$ cat src/sdac_regs.vh
`ifndef SDAC_REGS_VH
`define SDAC_REGS_VH

// ****************************************************************
// Word layout
// ****************************************************************
`define SDAC_WORD_W 12
`define SDAC_CODE_LSB 0
`define SDAC_CODE_MSB 7
`define SDAC_SEL_LSB 8
`define SDAC_SEL_MSB 11
`define SDAC_CODE_W 8
`define SDAC_SEL_W 4
`define SDAC_NUM_CH 6
`define SDAC_CODE_RST 8'h00
`define SDAC_SEL_NONE 4'h0
`define SDAC_SEL_FIRST 4'h1
`define SDAC_SEL_LAST 4'h6

// ****************************************************************
// Output level scale
// ****************************************************************
`define SDAC_LEVEL_W 9
`define SDAC_STEPS 256
`define SDAC_LEVEL_RST 9'h001

// ****************************************************************
// Power-on reset
// ****************************************************************
`define SDAC_POR_MS 1
`define SDAC_CLK_HZ 25000000

`endif

$ cat src/sdac_loader.v
// Behaviour
// RULE_01 - D8..D11 select channel, D8 most significant
// RULE_02 - Selectors zero and seven up load nothing
// RULE_03 - D0..D7 code, D7 most significant
// RULE_04 - Output level is code plus one steps
// RULE_05 - Load acts regardless of serial clock level
// RULE_06 - Power-on reset clears internal state
// RULE_07 - Rising clock shifts; load copies code to latch
`timescale 1ns/1ns
`default_nettype none
`include "sdac_regs.vh"

// ****************************************************************
// Serial six-channel converter loader
// ****************************************************************
module sdac_loader #(
    parameter NUM_CH = `SDAC_NUM_CH,
    parameter POR_CYCLES = (`SDAC_CLK_HZ / 1000) * `SDAC_POR_MS
) (
    input wire sys_clk_i,
    input wire rst_n_i,
    input wire serial_clk_i,
    input wire serial_data_in_i,
    input wire load_strobe_i,
    output reg serial_data_out_o,
    output reg por_busy_o,
    output reg [`SDAC_LEVEL_W-1:0] analog_out_1_o,
    output reg [`SDAC_LEVEL_W-1:0] analog_out_2_o,
    output reg [`SDAC_LEVEL_W-1:0] analog_out_3_o,
    output reg [`SDAC_LEVEL_W-1:0] analog_out_4_o,
    output reg [`SDAC_LEVEL_W-1:0] analog_out_5_o,
    output reg [`SDAC_LEVEL_W-1:0] analog_out_6_o
);
    // Limitations of this front end:
    // - the link pins are sampled by the system clock, so each high
    //   and low phase of the link clock must span three system clocks
    // - data must hold steady across that same sampling window
    // - a strobe held high reloads the latch on every cycle, so the
    //   host must not clock new bits while the strobe stands high
    // - the outputs are digital levels; the analogue stage is outside
    // One-hot states of the power-on sequencer
    localparam [1:0] ST_INIT = 2'b01;
    localparam [1:0] ST_RUN = 2'b10;

    wire [2:0] pins_s;
    wire sck_s;
    wire din_s;
    wire load_s;
    reg sck_prev_q;
    reg [`SDAC_WORD_W-1:0] shift_q;
    reg [`SDAC_WORD_W-1:0] shift_d;
    reg [`SDAC_CODE_W-1:0] latch_q [0:5];
    reg [1:0] state_q;
    reg [31:0] por_cnt_q;
    wire sck_rise;
    wire [`SDAC_SEL_W-1:0] sel_w;
    wire [5:0] ch_hit;
    integer i;

    // Level for a stored code: (n + 1) steps of span / 256
    function [`SDAC_LEVEL_W-1:0] sdac_level;
        input [`SDAC_CODE_W-1:0] code;
        begin
            sdac_level = {1'b0, code} + 9'h001; // RULE_04
        end
    endfunction

    // True when selector addresses a real channel
    function sdac_sel_ok;
        input [`SDAC_SEL_W-1:0] sel;
        begin
            sdac_sel_ok = (sel >= `SDAC_SEL_FIRST) &&
                (sel <= `SDAC_SEL_LAST); // RULE_02
        end
    endfunction

    // One-hot latch enable for selector values 1..6
    function [5:0] sdac_chan_dec;
        input [`SDAC_SEL_W-1:0] sel;
        integer k;
        begin
            sdac_chan_dec = 6'h00;
            for (k = 0; k < 6; k = k + 1) begin
                if (sel == k[3:0] + 4'h1) begin
                    sdac_chan_dec[k] = 1'b1;
                end
            end
        end
    endfunction

    // ****************************************************************
    // Pin synchronisation
    // ****************************************************************
    sdac_sync #(
        .W(3)
    ) u_sdac_sync (
        .sys_clk_i(sys_clk_i),
        .rst_n_i(rst_n_i),
        .async_i({serial_clk_i, serial_data_in_i, load_strobe_i}),
        .sync_o(pins_s)
    );

    // Same two flop stages carry all three pins, so data and strobe keep
    // their place relative to the clock edge that qualifies them
    assign sck_s = pins_s[2];
    assign din_s = pins_s[1];
    assign load_s = pins_s[0];
    assign sck_rise = sck_s & ~sck_prev_q;

    // Word arrives D11 first, so after twelve shifts word bit k holds
    // Dk; the selector reads back to front, with D8 as its top bit
    assign sel_w = {shift_q[`SDAC_SEL_LSB], shift_q[9], shift_q[10],
        shift_q[`SDAC_SEL_MSB]}; // RULE_01

    // Latch enables; unused selector values enable nothing
    assign ch_hit = sdac_sel_ok(sel_w) ? sdac_chan_dec(sel_w) :
        6'h00; // RULE_02

    // ****************************************************************
    // Power-on sequencer
    // ****************************************************************
    // Holds the link quiet for the restart interval after reset
    always @(posedge sys_clk_i or negedge rst_n_i) begin
        if (!rst_n_i) begin
            state_q <= ST_INIT;
            por_cnt_q <= 32'h0;
            por_busy_o <= 1'b1;
        end else begin
            case (state_q)
                ST_INIT: begin
                    if (por_cnt_q >= POR_CYCLES - 1) begin
                        state_q <= ST_RUN;
                        por_busy_o <= 1'b0;
                    end else begin
                        por_cnt_q <= por_cnt_q + 32'h1; // RULE_06
                    end
                end
                ST_RUN: begin
                    por_busy_o <= 1'b0;
                end
                default: begin
                    state_q <= ST_INIT;
                    por_busy_o <= 1'b1;
                end
            endcase
        end
    end

    // ****************************************************************
    // Shift register
    // ****************************************************************
    // Word arrives D11 first; new top bit after each shift goes to data out
    // The shift register is held at zero while the sequencer holds the link quiet
    always @* begin
        shift_d = shift_q;
        if (sck_rise) begin
            shift_d = {shift_q[`SDAC_WORD_W-2:0], din_s}; // RULE_07
        end
    end

    always @(posedge sys_clk_i or negedge rst_n_i) begin
        if (!rst_n_i) begin
            sck_prev_q <= 1'b0;
            shift_q <= {`SDAC_WORD_W{1'b0}};
            serial_data_out_o <= 1'b0;
        end else begin
            sck_prev_q <= sck_s;
            if (state_q == ST_RUN) begin
                shift_q <= shift_d;
                serial_data_out_o <= shift_d[`SDAC_WORD_W-1]; // RULE_07
            end else begin
                shift_q <= {`SDAC_WORD_W{1'b0}}; // RULE_06
                serial_data_out_o <= 1'b0;
            end
        end
    end

    // ****************************************************************
    // Channel latches
    // ****************************************************************
    // Level sensitive load: clock level is never looked at, so a
    // strobe held high keeps copying the current word
    always @(posedge sys_clk_i or negedge rst_n_i) begin
        if (!rst_n_i) begin
            for (i = 0; i < 6; i = i + 1) begin
                latch_q[i] <= `SDAC_CODE_RST;
            end
        end else if (state_q == ST_RUN && load_s) begin // RULE_05
            for (i = 0; i < 6; i = i + 1) begin
                if (ch_hit[i]) begin
                    // Code D7..D0 in word bits 7..0
                    latch_q[i] <= shift_q[`SDAC_CODE_MSB:
                        `SDAC_CODE_LSB]; // RULE_03
                end
            end
        end
    end

    // ****************************************************************
    // Output levels
    // ****************************************************************
    // One cycle behind the latches; a load shows four clocks after
    // the strobe pin rises, and every output comes from a flop
    always @(posedge sys_clk_i or negedge rst_n_i) begin
        if (!rst_n_i) begin
            analog_out_1_o <= `SDAC_LEVEL_RST;
            analog_out_2_o <= `SDAC_LEVEL_RST;
            analog_out_3_o <= `SDAC_LEVEL_RST;
            analog_out_4_o <= `SDAC_LEVEL_RST;
            analog_out_5_o <= `SDAC_LEVEL_RST;
            analog_out_6_o <= `SDAC_LEVEL_RST;
        end else begin
            analog_out_1_o <= sdac_level(latch_q[0]); // RULE_04
            analog_out_2_o <= sdac_level(latch_q[1]);
            analog_out_3_o <= sdac_level(latch_q[2]);
            analog_out_4_o <= sdac_level(latch_q[3]);
            analog_out_5_o <= sdac_level(latch_q[4]);
            analog_out_6_o <= sdac_level(latch_q[5]);
        end
    end
endmodule // sdac_loader

`default_nettype wire

$ cat src/sdac_sync.v
`timescale 1ns/1ns
`default_nettype none

// ****************************************************************
// Two-stage synchroniser for asynchronous pins
// ****************************************************************
module sdac_sync #(
    parameter W = 3
) (
    input wire sys_clk_i,
    input wire rst_n_i,
    input wire [W-1:0] async_i,
    output reg [W-1:0] sync_o
);
    reg [W-1:0] meta_q;

    // First stage read only by second stage
    always @(posedge sys_clk_i or negedge rst_n_i) begin
        if (!rst_n_i) begin
            meta_q <= {W{1'b0}};
            sync_o <= {W{1'b0}};
        end else begin
            meta_q <= async_i;
            sync_o <= meta_q;
        end
    end
endmodule // sdac_sync

`default_nettype wire

$ cat config.mk
export PLATFORM = sky130hd
export DESIGN_NAME = sdac_loader
export DESIGN_NICKNAME = d
export VERILOG_FILES = /design/src/sdac_loader.v /design/src/sdac_sync.v
export VERILOG_INCLUDE_DIRS = /design/src
export SDC_FILE = /design/constraint.sdc
export NUM_CORES = 1
export LEC_CHECK = 0
export ABC_AREA = 0
export BUFFER_PORTS_ARGS = -buffer_cell sky130_fd_sc_hd__buf_2
export CAP_MARGIN = 20
export CORE_UTILIZATION = 40
export CTS_CLUSTER_SIZE = 8
export DETAILED_ROUTE_END_ITERATION = 6
export HOLD_SLACK_MARGIN = 0.12
export PLACE_DENSITY = 0.62
export RECOVER_POWER = 100
export SLEW_MARGIN = 20
export SYNTH_ARGS = -nofsm -noshare
export SYNTH_HDL_FRONTEND = slang
export SYNTH_SLANG_ARGS = --single-unit
$ cat constraint.sdc
create_clock -name sys_clk_i -period 4.1 [get_ports sys_clk_i]
set_clock_uncertainty 0.15 [all_clocks]
set_input_delay 0.41 -clock sys_clk_i [delete_from_list [all_inputs] [get_ports sys_clk_i]]
set_output_delay 0.41 -clock sys_clk_i [all_outputs]
set_load 0.02 [all_outputs]
==> results of run 1 <==
==> synth_stat cells, types with 2 or more instances <==
| library cell | instances |
|---|---|
| sky130_fd_sc_hd__nand3_1 | 23 |
| sky130_fd_sc_hd__o21ai_0 | 10 |
| sky130_fd_sc_hd__and4_1 | 6 |
| sky130_fd_sc_hd__ha_1 | 9 |
| sky130_fd_sc_hd__and3_1 | 7 |
| sky130_fd_sc_hd__nor2_1 | 14 |
| sky130_fd_sc_hd__xnor2_1 | 37 |
| sky130_fd_sc_hd__clkbuf_1 | 23 |
| sky130_fd_sc_hd__xor2_1 | 12 |
| sky130_fd_sc_hd__nand2_1 | 52 |
| sky130_fd_sc_hd__dfrtp_1 | 148 |
| sky130_fd_sc_hd__nand4_1 | 11 |
| sky130_fd_sc_hd__nor4_1 | 2 |
| sky130_fd_sc_hd__mux2_2 | 41 |
| sky130_fd_sc_hd__nand3b_1 | 2 |
| sky130_fd_sc_hd__nor3_1 | 3 |
| sky130_fd_sc_hd__dfstp_2 | 8 |
| sky130_fd_sc_hd__inv_1 | 15 |
| sky130_fd_sc_hd__a21boi_0 | 12 |
==> worst max-delay path by stage <==
stage,start,to,slack (ps),cells after the start
6_report,por_cnt_q[29]$_DFFE_PN0P_,state_q[1]$_DFFE_PN0P_,1340,5
5_1_grt,rst_n_i,shift_q[8]$_DFFE_PN0P_,920,3
4_1_cts,por_cnt_q[29]$_DFFE_PN0P_,state_q[1]$_DFFE_PN0P_,1310,5
3_5_place_dp,por_cnt_q[29]$_DFFE_PN0P_,state_q[1]$_DFFE_PN0P_,1320,5
3_3_place_gp,por_cnt_q[29]$_DFFE_PN0P_,state_q[1]$_DFFE_PN0P_,1370,5
2_1_floorplan,por_cnt_q[29]$_DFFE_PN0P_,por_cnt_q[13]$_DFFE_PN0P_,1730,6
==> cell type report <==
type                            count  area, um2  share of cell area
Sequential cell                   156       3910               0.566
Timing Repair Buffer               67        287              0.0415
Tap cell                          184        230              0.0333
Clock buffer                       23        478              0.0692
Inverter                           15       56.3             0.00815
Multi-Input combinational cell    256       1850               0.268
Clock inverter                      7       91.3              0.0132
==> flip-flops by register name (all words and copies together) (netlist names) <==
register,cells
latch_q,48
por_cnt_q,32
shift_q,12
analog_out_1_o,9
analog_out_2_o,9
analog_out_3_o,9
analog_out_4_o,9
analog_out_5_o,9
analog_out_6_o,9
u_sdac_sync.meta_q,3
u_sdac_sync.sync_o,3
state_q,2
por_busy_o,1
sck_prev_q,1
==> power groups by stage <==
stage / Combinational [mW] / Clock [mW] / Sequential, mW
5_1_grt: 0.0467 / 1.62 / 1.54
2_1_floorplan: 0.00423 / 0 / 1.57
3_3_place_gp: 0.0380 / 0 / 1.57
4_1_cts: 0.0427 / 1.55 / 1.55
6_report: 0.0387 / 1.50 / 1.55
3_5_place_dp: 0.0395 / 0 / 1.57
==> cell families after synthesis <==
group,Yosys count
muxes,42
and+or+nand+nor,129
xor gates and xnor gates,49
DFF,156
adders and majority gates,9
buffers and inverters,40
AOI/OAI and AO/OA,27
==> per-stage QoR <==
step	setup slack, ps	power [mW]	cell area, um2
after global placement	1370	1.61	6380
final	1340	3.09	6910
after detailed placement	1320	1.61	6380
after CTS	1310	3.13	6990
after floorplan	1730	1.58	5940
after global routing	920	3.21	6910
==> layer usage <==
metal	part of all wire	wire, um	vias up
li1	-	-	1632
met4	0.017	166	0
met2	0.49	4810	58
met3	0.048	474	14
met1	0.45	4390	1676
met5	0	0	-
==> repair_timing <==
item,4_1_cts,5_1_grt
hold buffers,4,0
endpoints found under the hold margin,100,0
buffers inserted,0,0
==> worst reg2reg max path, stage by stage (launching register included) <==
cell                       delay, ps
sky130_fd_sc_hd__dfrtp_1         370
sky130_fd_sc_hd__or4_1           520
sky130_fd_sc_hd__a2111o_1        430
sky130_fd_sc_hd__a311oi_4        710
sky130_fd_sc_hd__nor2_1          160
sky130_fd_sc_hd__mux2_2          310
==> results.md, run 1 <==
- Switching share of power: 0.195
- Number of CTS-inserted buffers: 17
- Number of cell instances on the worst register-to-register path: 5
- Remaining number of nets flagged by the antenna check after routing: 0
- Most frequent cells in the layout: 148 x sky130_fd_sc_hd__dfrtp_1, 63 x sky130_fd_sc_hd__clkbuf_1, 52 x sky130_fd_sc_hd__nand2_1
- Core area: approximately 14000 um2
- Worst-path maximum fanout: 17
- Global placement routability congestion: between 0.7 and 0.8
- Initial antenna violation count: 0
- Sequential group share of total power: 0.501
- Initial Util: 0.410
- Sequential cell area fraction in the yosys report: 0.659
- Hold Path Depth: 0
- Data required time of the worst path: between 4000 and 5000 ps
- Via count of the first global-routing pass: ~3300
- Number of vias after detailed routing: 3380
- Crit-path cells: or4_1, a2111o_1, a311oi_4, nor2_1, mux2_2
- Highest cell delay on the worst timing path: slightly above 700 ps
- Outcome: finished clean
- Mapped Nets: about 470
- Placed insts: 673
- Main area contributors after synthesis: sky130_fd_sc_hd__dfrtp_1 62%, sky130_fd_sc_hd__mux2_2 7.8%, sky130_fd_sc_hd__xnor2_1 5.5%
- H-Tree Depth: 4
- Hold Violations, Final: 0
- Area growth syn-to-layout: 16.4%
- Cell internal pwr: around 2.5 mW
- Clock network power share: 0.487
- Slowest stage cell on the critical path: sky130_fd_sc_hd__a311oi_4
- Length of the first detailed-routing pass in iterations: 5
- Hold worst-path end: u_sdac_sync.sync_o[0]$_DFF_PN0_
- Switching power: approximately 0.60 mW
- Count of unresolved DRC violations after routing: 0
- Mux share of post-synthesis cell area: 0.0795
- Met3 capacity usage during global routing: 0.0481
- Most common cell after layout, fill and taps aside: sky130_fd_sc_hd__dfrtp_1
- Met1 global-route usage: 0.178
- Post-synth design cell area: just under 6000 um2
- Adder-cell share of the synthesized area: 0.0190
- Synthesized-area fraction occupied by and/or/nand/nor cells: 0.108
- Source-to-sink clock delay at the later pin of the worst-skew pair: between 400 and 500 ps
- Slew Limit Fails: 0
- Global-route wire length before repair: between 15 and 20 mm
- Met2 track demand over resource: 0.235
- Final nets: approximately 530
- RSZ-0062 raised after global routing: false
- Library cell used as clock root buffer: sky130_fd_sc_hd__clkbuf_16
- Max clock buf depth: 2
- Largest net degree at the start of global routing: roughly 110
- Post-synthesis cell type with the largest combined area: sky130_fd_sc_hd__dfrtp_1
- Die Height: roughly 120 um
- Core occupancy in the finished layout: 0.477
- Number of gates resized after cts: 0
- Number of vias per cell: approximately 4.8
- Logic pwr share: 0.013
- Die area: ~15000 um2
- Routed len/inst: ~14 um
- Count of different cell masters after synthesis: 36
- Sort of element at the start of the critical path: flip-flop
- GR peak layer: met2
- Total global-route track usage: 0.145
- Static leakage: about 3.2 nW
- Fin Setup TNS: 0 ps
- Type of the worst setup path: reg -> reg
- Class of the worst hold path: reg -> reg
- Total global routing overflow: 0
- Number of max-capacitance violations reported: 0
- Endpoint arrival time on the critical path: ~2900 ps
- Final WL: between 9 and 10 mm
- Sink Count: ~160
- Count of input and output buffers: 60
- Share of synthesized registers carrying an async set or reset: 1.00
- Number of storage elements in the synthesis netlist: 156
- Largest vdd supply drop: about 0.00030 V
- Fraction of synthesized cell area in xor and xnor cells: 0.0723
- Antenna fix cells: 0
- Fin crit period: 2760 ps
- Primary FF master, synth: sky130_fd_sc_hd__dfrtp_1
- Layout cells sized above 1: 0.156
- Max-Slew Margin vs Limit: 0.0674
- Measured slew at the worst slew-check pin: about 1400 ps
- Final count of negative-setup-slack endpoints: 0
- Final worst hold slack: around 200 ps
- Main combinational cell family by area after synthesis: simple AND/OR/NAND/NOR gates
- Warnings, synthesis: 0
- Synth top area share: 0.624
- Sort of element at the end of the critical path: flip-flop
- Post-synth EDFFs: 0
- Count of pins on the block boundary: 61
- Top Family by Delay on Critical Path: compound AO/OA/AOI/OAI gates
- CTS tree: built
- Syn_area_per_cell: about 13 um2
- Power density normalized to cell area: between 400 and 500 nW/um2
- Startpoint of the worst register-to-register path: por_cnt_q[29]$_DFFE_PN0P_
- Endpoint of the worst-slack reg-to-reg timing path: state_q[1]$_DFFE_PN0P_
- Post-synthesis cell count: ~450
- Post-route clock period utilization: 0.673
- Detailed placement HPWL: around 6.4 mm
- Highest clock rate: approximately 360 MHz
- Floorplan die width: about 120 um
- Number of buffer and inverter instances along the worst setup path: 0
- Min-delay src: u_sdac_sync.meta_q[0]$_DFF_PN0_
- Complex-gate fraction of the synthesized area: 0.0339
- Clock transition time at the flip-flop clock pins of the worst setup and hold paths: approximately 60 ps
- Non-filler cells, final: approximately 710
- Filler Cells Inserted: between 1000 and 1500
- Site Rows: 44
- Iteration-0 DRC count of the detailed router: between 100 and 150
- Worst R2R Setup Slack: between 1000 and 1500 ps
(Power assumes the default switching activity.)
==> inputs of run 2 (changes only) <==
Settings changed: ABC_AREA 0 to 1, PLACE_DENSITY 0.62 to 0.64.
Clock period 4.1 ns to 2.5 ns, I/O delays scaled along.
==> results.md, run 2 <==
- Outcome: finished clean (unchanged)
- Syn_area_per_cell: 10.1 um2 (was 13.1 um2)
- Count of different cell masters after synthesis: 33 (was 36)
- Global-route wire length before repair: 20.9 mm (was 16.4 mm)
- Number of CTS-inserted buffers: 17 (unchanged)
- Max-Slew Margin vs Limit: 0.109 (was 0.0674)
- Total global routing overflow: 0 (unchanged)
- Postcts setup bufs: 0 (unchanged)
- Largest net degree at the start of global routing: 57 (was 106)
- Share of synthesized registers carrying an async set or reset: 1.00 (unchanged)
- Placed insts: 895 (was 673)
- Post-route clock period utilization: 0.798 (was 0.673)
- Power density normalized to cell area: 690 nW/um2 (was 447 nW/um2)
- Site Rows: 46 (was 44)
- Routed len/inst: 13.5 um (was 13.9 um)
- Primary FF master, synth: sky130_fd_sc_hd__dfrtp_1 (unchanged)
- Static leakage: 3.49 nW (was 3.22 nW)
- Final nets: 716 (was 527)
- Library cell used as clock root buffer: sky130_fd_sc_hd__clkbuf_16 (unchanged)
- Post-synth EDFFs: 0 (unchanged)
- Remaining number of nets flagged by the antenna check after routing: 0 (unchanged)
- Global placement routability congestion: 0.931 (was 0.757)
- Sequential cell area fraction in the yosys report: 0.603 (was 0.659)
- Detailed placement HPWL: 8.68 mm (was 6.38 mm)
- Class of the worst hold path: reg -> reg (unchanged)
- Initial Util: 0.409 (was 0.410)
- Final count of negative-setup-slack endpoints: 0 (unchanged)
- Source-to-sink clock delay at the later pin of the worst-skew pair: 420 ps (about the same)
- Measured slew at the worst slew-check pin: 1340 ps (was 1400 ps)
- Sort of element at the end of the critical path: flip-flop (unchanged)
- Number of flip-flops under the largest register name: 48 (unchanged)
- Layout cells sized above 1: 0.102 (was 0.156)
- Post-synthesis cell count: 640 (was 452)
- Endpoint arrival time on the critical path: 2130 ps (was 2910 ps)
- Length of the first detailed-routing pass in iterations: 4 (was 5)
- Largest registers: latch_q (48), por_cnt_q (32), shift_q (12) (unchanged)
- Fin crit period: 2000 ps (was 2760 ps)
- Main area contributors after synthesis: sky130_fd_sc_hd__dfrtp_1 57%, sky130_fd_sc_hd__nand2_1 7.9%, sky130_fd_sc_hd__xor2_1 4.9% (was sky130_fd_sc_hd__dfrtp_1 62%, sky130_fd_sc_hd__mux2_2 7.8%, sky130_fd_sc_hd__xnor2_1 5.5%)
- Antenna fix cells: 0 (unchanged)
- Number of vias per cell: 4.69 (was 4.77)
- Initial antenna violation count: 0 (unchanged)
- Number of storage elements in the synthesis netlist: 156 (unchanged)
- Area growth syn-to-layout: 14.7% (was 16.4%)
- Count leader, synth: sky130_fd_sc_hd__dfrtp_1 (unchanged)
- Sort of element at the start of the critical path: flip-flop (unchanged)
- Post-synth design cell area: 6490 um2 (was 5940 um2)
- Number of gates resized after cts: 0 (unchanged)
- Fin Setup TNS: 0 ps (unchanged)
- Worst-path maximum fanout: 16 (was 17)
- Core area: 15900 um2 (was 14500 um2)
- Sink Count: 156 (unchanged)
- Final WL: 12.6 mm (was 9.84 mm)
- Post-synthesis cell type with the largest combined area: sky130_fd_sc_hd__dfrtp_1 (unchanged)
- Count of input and output buffers: 60 (unchanged)
- Count of unresolved DRC violations after routing: 0 (unchanged)
- H-Tree Depth: 4 (unchanged)
- Hold Violations, Final: 0 (unchanged)
- Highest clock rate: 501 MHz (was 362 MHz)
- Worst Setup Slack, final: 504 ps (was 1340 ps)
- Count of pins on the block boundary: 61 (unchanged)
- Synth top area share: 0.570 (was 0.624)
- Largest vdd supply drop: 0.000493 V (was 0.000296 V)
- Data required time of the worst path: 2630 ps (was 4250 ps)
- Slew Limit Fails: 0 (unchanged)
- Most common cell after layout, fill and taps aside: sky130_fd_sc_hd__dfrtp_1 (unchanged)
- Max clock buf depth: 2 (unchanged)
- Worst R2R Setup Slack: 500 ps (was 1340 ps)
- Number of max-capacitance violations reported: 0 (unchanged)
- Die area: 16800 um2 (was 15300 um2)
- CTS tree: built (unchanged)
- Warnings, synthesis: 0 (unchanged)
- Die Height: 129 um (was 124 um)
- Post-synth top cells: 148 x sky130_fd_sc_hd__dfrtp_1, 136 x sky130_fd_sc_hd__nand2_1, 56 x sky130_fd_sc_hd__inv_1, 47 x sky130_fd_sc_hd__nor2_1, 46 x sky130_fd_sc_hd__nand3_1 (was 148 x sky130_fd_sc_hd__dfrtp_1, 52 x sky130_fd_sc_hd__nand2_1, 41 x sky130_fd_sc_hd__mux2_2, 37 x sky130_fd_sc_hd__xnor2_1)
- RSZ-0062 raised after global routing: false (unchanged)
- Core occupancy in the finished layout: 0.469 (was 0.477)
- Most frequent cells in the layout: 148 x sky130_fd_sc_hd__dfrtp_1, 139 x sky130_fd_sc_hd__nand2_1, 60 x sky130_fd_sc_hd__clkbuf_1 (was 148 x sky130_fd_sc_hd__dfrtp_1, 63 x sky130_fd_sc_hd__clkbuf_1, 52 x sky130_fd_sc_hd__nand2_1)
- Post-Place Worst Slack: 722 ps (was 1320 ps)
- Iteration-0 DRC count of the detailed router: 319 (was 136)
- Via count of the first global-routing pass: 4291 (was 3323)
- Number of vias after detailed routing: 4365 (was 3380)
- Register with the highest flop count: latch_q (unchanged)
- Clock transition time at the flip-flop clock pins of the worst setup and hold paths: 60 ps (about the same)
- Type of the worst setup path: reg -> reg (unchanged)
- Total Power Consumption: 5.14 mW (was 3.09 mW)
- Mapped Nets: 654 (was 466)
- Total global-route track usage: 0.164 (was 0.145)
- Non-filler cells, final: 931 (was 708)
- Floorplan die width: 129 um (was 124 um)
-- run 2: changes by cell type after synthesis, sizes merged, moves of 7 or more --
cell / before / now
mux2: 41 / 0
nand2: 52 / 150
a21boi: 12 / 0
xor2: 12 / 36
nand4: 11 / 21
and3: 7 / 0
inv: 15 / 59
nand3: 23 / 47
o21ai: 10 / 59
nor2: 14 / 54
xnor2: 37 / 4
-- run 2: power by group --
| part | switching [mW] | leakage, nW | internal, mW |
|---|---|---|---|
| Combinational | 0.0523 | 1.08 | 0.0133 |
| Sequential | 0.00158 | 2.13 | 2.53 |
| Clock | 1.03 | 0.284 | 1.51 |
-- run 2: what timing repair did --
action / CTS / global route
setup endpoints to repair: 0 / 0
hold buffers: 4 / 0
hold endpoints to repair: 108 / 0
-- run 2: metrics by stage --
stage	hold WS, ps	cell area, um2
6_report	197	7450
5_1_grt	204	7450
4_1_cts	200	7620
3_5_place_dp	92.8	6990
3_3_place_gp	86.8	6990
2_1_floorplan	-196	6490
-- run 2: worst max-delay path, stage by stage (launching register included) --
cell and delay, ps:
sky130_fd_sc_hd__dfstp_1 550, sky130_fd_sc_hd__inv_1 50, sky130_fd_sc_hd__ha_1 210, sky130_fd_sc_hd__nand2_1 150
sky130_fd_sc_hd__clkinv_2 170, sky130_fd_sc_hd__nand3_1 420, sky130_fd_sc_hd__o21ai_0 160
-- run 2: layout make-up --
class | instances | area (um2)
sequential | 156 | 3910
inverter | 60 | 226
timing repair buffer | 70 | 324
clock inverter | 11 | 136
fill | 1519 | 8440
multi-input combinational | 397 | 2130
tap | 216 | 270
clock buffer | 21 | 450
-- run 2: kinds of logic (layout without fill, tap and decap cells) --
group / Yosys count / after routing / synth area share
buffers and inverters: 87 / 162 / 0.0557
flip-flops: 156 / 156 / 0.603
XOR/XNOR: 40 / 40 / 0.0539
AND/OR/NAND/NOR: 284 / 284 / 0.210
adder cells (fa/ha/maj): 9 / 9 / 0.0173
AO/OA/AOI/OAI: 64 / 64 / 0.0603
-- run 2: path summary, 6_finish.rpt --
kind	cells after the start	startpoint	endpoint
min	0	u_sdac_sync.meta_q[0]$_DFF_PN0_	u_sdac_sync.sync_o[0]$_DFF_PN0_
max in group asynchronous	3	rst_n_i	analog_out_2_o[0]$_DFF_PN1_
min in group asynchronous	2	rst_n_i	analog_out_3_o[2]$_DFF_PN0_
max	6	state_q[0]$_DFFE_PN1P_	latch_q[21]$_DFFE_PN0P_
min reg2reg	0	u_sdac_sync.meta_q[0]$_DFF_PN0_	u_sdac_sync.sync_o[0]$_DFF_PN0_
max reg2reg	6	state_q[0]$_DFFE_PN1P_	latch_q[21]$_DFFE_PN0P_
-- run 2: metal layers --
| layer | global-route usage | part of all wire | up-vias | wire length, um |
|---|---|---|---|---|
| met1 | 0.216 | 0.47 | 2081 | 5870 |
| met2 | 0.264 | 0.48 | 98 | 5990 |
| met5 | 0 | 0 | - | 0 |
| met4 | 0.0561 | 0.017 | 0 | 213 |
| li1 | - | - | 2168 | - |
| met3 | 0.0434 | 0.040 | 18 | 505 |
==> inputs of run 3 (changes only) <==
Clock period 2.5 ns to 1.75 ns, I/O delays scaled along.
==> results.md, run 3 (same netlist as run 2, synthesis figures left out) <==
- Post-Place Worst Slack: 0.962 ps (was 722 ps)
- H-Tree Depth: 4 (unchanged)
- Startpoint of the worst register-to-register path: state_q[0]$_DFFE_PN1P_ (unchanged)
- Number of vias after detailed routing: 4686 (was 4365)
- Highest clock rate: 586 MHz (was 501 MHz)
- Total global-route track usage: 0.177 (was 0.164)
- Register area: 3910 um2 (unchanged)
- Slowest stage cell on the critical path: sky130_fd_sc_hd__dfstp_2 (was sky130_fd_sc_hd__dfstp_1)
- Global placement routability congestion: 0.884 (was 0.931)
- Cell internal pwr: 5.96 mW (was 4.06 mW)
- Crit-path cells: ha_4, nand3_2, nor2_2, nand2_2, nor2_4, nand2_4, nand2_2, nand2_1, nand2_1 (was inv_1, ha_1, nand2_1, clkinv_2, nand3_1, o21ai_0)
- Fin crit period: 1710 ps (was 2000 ps)
- Sort of element at the start of the critical path: flip-flop (unchanged)
- Hold worst-path end: u_sdac_sync.sync_o[2]$_DFF_PN0_ (was u_sdac_sync.sync_o[0]$_DFF_PN0_)
- Die area: 16800 um2 (unchanged)
- Global-route wire length before repair: 22.3 mm (was 20.9 mm)
- Area growth syn-to-layout: 19.9% (was 14.7%)
- Most frequent cells in the layout: 148 x sky130_fd_sc_hd__dfrtp_1, 127 x sky130_fd_sc_hd__nand2_1, 59 x sky130_fd_sc_hd__clkbuf_1 (was 148 x sky130_fd_sc_hd__dfrtp_1, 139 x sky130_fd_sc_hd__nand2_1, 60 x sky130_fd_sc_hd__clkbuf_1)
- Detailed placement HPWL: 9.29 mm (was 8.68 mm)
- Number of max-capacitance violations reported: 0 (unchanged)
- Measured slew at the worst slew-check pin: 490 ps (was 1340 ps)
- Data required time of the worst path: 1960 ps (was 2630 ps)
- Via count of the first global-routing pass: 4542 (was 4291)
- Total Power Consumption: 7.45 mW (was 5.14 mW)
- Core occupancy in the finished layout: 0.490 (was 0.469)
- Min-delay src: u_sdac_sync.meta_q[2]$_DFF_PN0_ (was u_sdac_sync.meta_q[0]$_DFF_PN0_)
- CTS tree: built (unchanged)
- RSZ-0062 raised after global routing: true (was false)
- Iteration-0 DRC count of the detailed router: 321 (was 319)
- Most common cell after layout, fill and taps aside: sky130_fd_sc_hd__dfrtp_1 (unchanged)
- Number of flip-flops under the largest register name: 48 (unchanged)
- Die Height: 129 um (unchanged)
- Switching power: 1.49 mW (was 1.08 mW)
- Worst Setup Slack, final: 44.9 ps (was 504 ps)
- Antenna fix cells: 0 (unchanged)
- Area occupied by multi-input gates: 2340 um2 (was 2130 um2)
- Register with the highest flop count: latch_q (unchanged)
- Highest cell delay on the worst timing path: 560 ps (was 550 ps)
- Largest net degree at the start of global routing: 52 (was 57)
- Initial antenna violation count: 0 (unchanged)
- Number of buffer and inverter instances along the worst setup path: 0 (was 2)
- Clock transition time at the flip-flop clock pins of the worst setup and hold paths: 60 ps (about the same)
- Count of pins on the block boundary: 61 (unchanged)
- Site Rows: 46 (unchanged)
- Logic pwr share: 0.014 (was 0.013)
- Number of CTS-inserted buffers: 17 (unchanged)
- Slew Limit Fails: 0 (unchanged)
- Endpoint arrival time on the critical path: 1910 ps (was 2130 ps)
- Clock network power share: 0.500 (was 0.495)
- Count of unresolved DRC violations after routing: 0 (unchanged)
- Switching share of power: 0.200 (was 0.210)
- Outcome: finished clean (unchanged)
- Layout cells sized above 1: 0.172 (was 0.102)
- Sort of element at the end of the critical path: flip-flop (unchanged)
- Final WL: 14.1 mm (was 12.6 mm)
- Library cell used as clock root buffer: sky130_fd_sc_hd__clkbuf_16 (unchanged)
- Largest vdd supply drop: 0.000653 V (was 0.000493 V)
- Number of cells on the critical path: 9 (was 6)
- Final count of negative-setup-slack endpoints: 0 (unchanged)
- Number of vias per cell: 4.95 (was 4.69)
- Worst R2R Setup Slack: 40 ps (was 500 ps)
- Post-route clock period utilization: 0.974 (was 0.798)
- Hold Violations, Final: 0 (unchanged)
- Length of the first detailed-routing pass in iterations: 5 (was 4)
- Routed len/inst: 14.9 um (was 13.5 um)
- Top Family by Delay on Critical Path: simple AND/OR/NAND/NOR gates (unchanged)
- Worst-path maximum fanout: 6 (was 16)
- Floorplan die width: 129 um (unchanged)
- Static leakage: 3.64 nW (was 3.49 nW)
- Final nets: 732 (was 716)
- Max-Slew Margin vs Limit: 0.673 (was 0.109)
- Total global routing overflow: 0 (unchanged)
- Placed insts: 904 (was 895)
- Number of cell instances on the worst register-to-register path: 9 (was 6)
- Sink Count: 156 (unchanged)
- Sequential group share of total power: 0.486 (was 0.493)
- Source-to-sink clock delay at the later pin of the worst-skew pair: 420 ps (about the same)
- Remaining number of nets flagged by the antenna check after routing: 0 (unchanged)
- Endpoint of the worst-slack reg-to-reg timing path: state_q[1]$_DFFE_PN0P_ (was latch_q[21]$_DFFE_PN0P_)
- Count of input and output buffers: 60 (unchanged)
- Type of the worst setup path: reg -> reg (unchanged)
- Non-filler cells, final: 947 (was 931)
- Hold Path Depth: 0 (unchanged)
- Initial Util: 0.409 (unchanged)
- Largest registers: latch_q (48), por_cnt_q (32), shift_q (12) (unchanged)
- Class of the worst hold path: reg -> reg (unchanged)
- Power density normalized to cell area: 956 nW/um2 (was 690 nW/um2)
- Filler Cells Inserted: 1508 (was 1519)
- Core area: 15900 um2 (unchanged)
- Max clock buf depth: 2 (unchanged)
[run 3: changes by cell type in the layout (fill, tap and decap cells not counted), sizes merged, moves of 2 or more]
| cell | change |
|---|---|
| buf | +13 |
| clkinv | -2 |
| clkinvlp | +2 |
| inv | -2 |
| nand4 | +4 |
[run 3: area by class of cell]
type                            count  share of cell area
Inverter                           60              0.0296
Tap cell                          216              0.0347
Multi-Input combinational cell    401               0.300
Clock buffer                       22              0.0596
Timing Repair Buffer               82              0.0553
Clock inverter                     10              0.0180
Sequential cell                   156               0.503
[run 3: metal layers]
layer	wire length, um	track usage
met1	6190	0.222
met4	284	0.0787
met3	538	0.0372
met2	7050	0.296
met5	0	0
[run 3: metrics by stage]
| stage | setup TNS (ps) | area, um2 | hold WS [ps] |
|---|---|---|---|
| floorplan | 0 | 6490 | -271 |
| global placement | 0 | 7070 | -63.3 |
| detailed placement | 0 | 7070 | -59.3 |
| CTS | 0 | 7740 | 201 |
| global route | -410 | 7790 | 207 |
| finish | 0 | 7790 | 197 |
[run 3: power groups by stage]
stage	clock [mW]	sequential (mW)	combinational, mW
final	3.73	3.62	0.101
after global routing	3.95	3.62	0.120
after CTS	3.79	3.62	0.109
after detailed placement	0	3.68	0.100
after global placement	0	3.68	0.0967
after floorplan	0	3.68	0.00520
[run 3: how the worst max path moves through the flow]
stage / startpoint / end
after CTS: state_q[0]$_DFFE_PN1P_ / latch_q[9]$_DFFE_PN0P_
after detailed placement: state_q[0]$_DFFE_PN1P_ / latch_q[21]$_DFFE_PN0P_
after floorplan: state_q[0]$_DFFE_PN1P_ / latch_q[29]$_DFFE_PN0P_
final: state_q[0]$_DFFE_PN1P_ / state_q[1]$_DFFE_PN0P_
after global placement: state_q[0]$_DFFE_PN1P_ / latch_q[23]$_DFFE_PN0P_
after global routing: state_q[0]$_DFFE_PN1P_ / state_q[1]$_DFFE_PN0P_
[run 3: timing repair]
action / 4_1_cts / 5_1_grt
endpoints found under the setup margin: 2 / 50
hold endpoints to repair: 158 / 0
gates resized for setup: 1 / 19
pin swaps: 0 / 13
hold buffers: 5 / 0
buffers inserted: 0 / 2
gates cloned: 0 / 4
[run 3: worst register-to-register path: cells and delay by family, from the launching register on]
| family | cells | cell delay [ps] |
|---|---|---|
| AND/OR/NAND/NOR | 8 | 800 |
| adder cells (fa/ha/maj) | 1 | 150 |
| flip-flops | 1 | 560 |
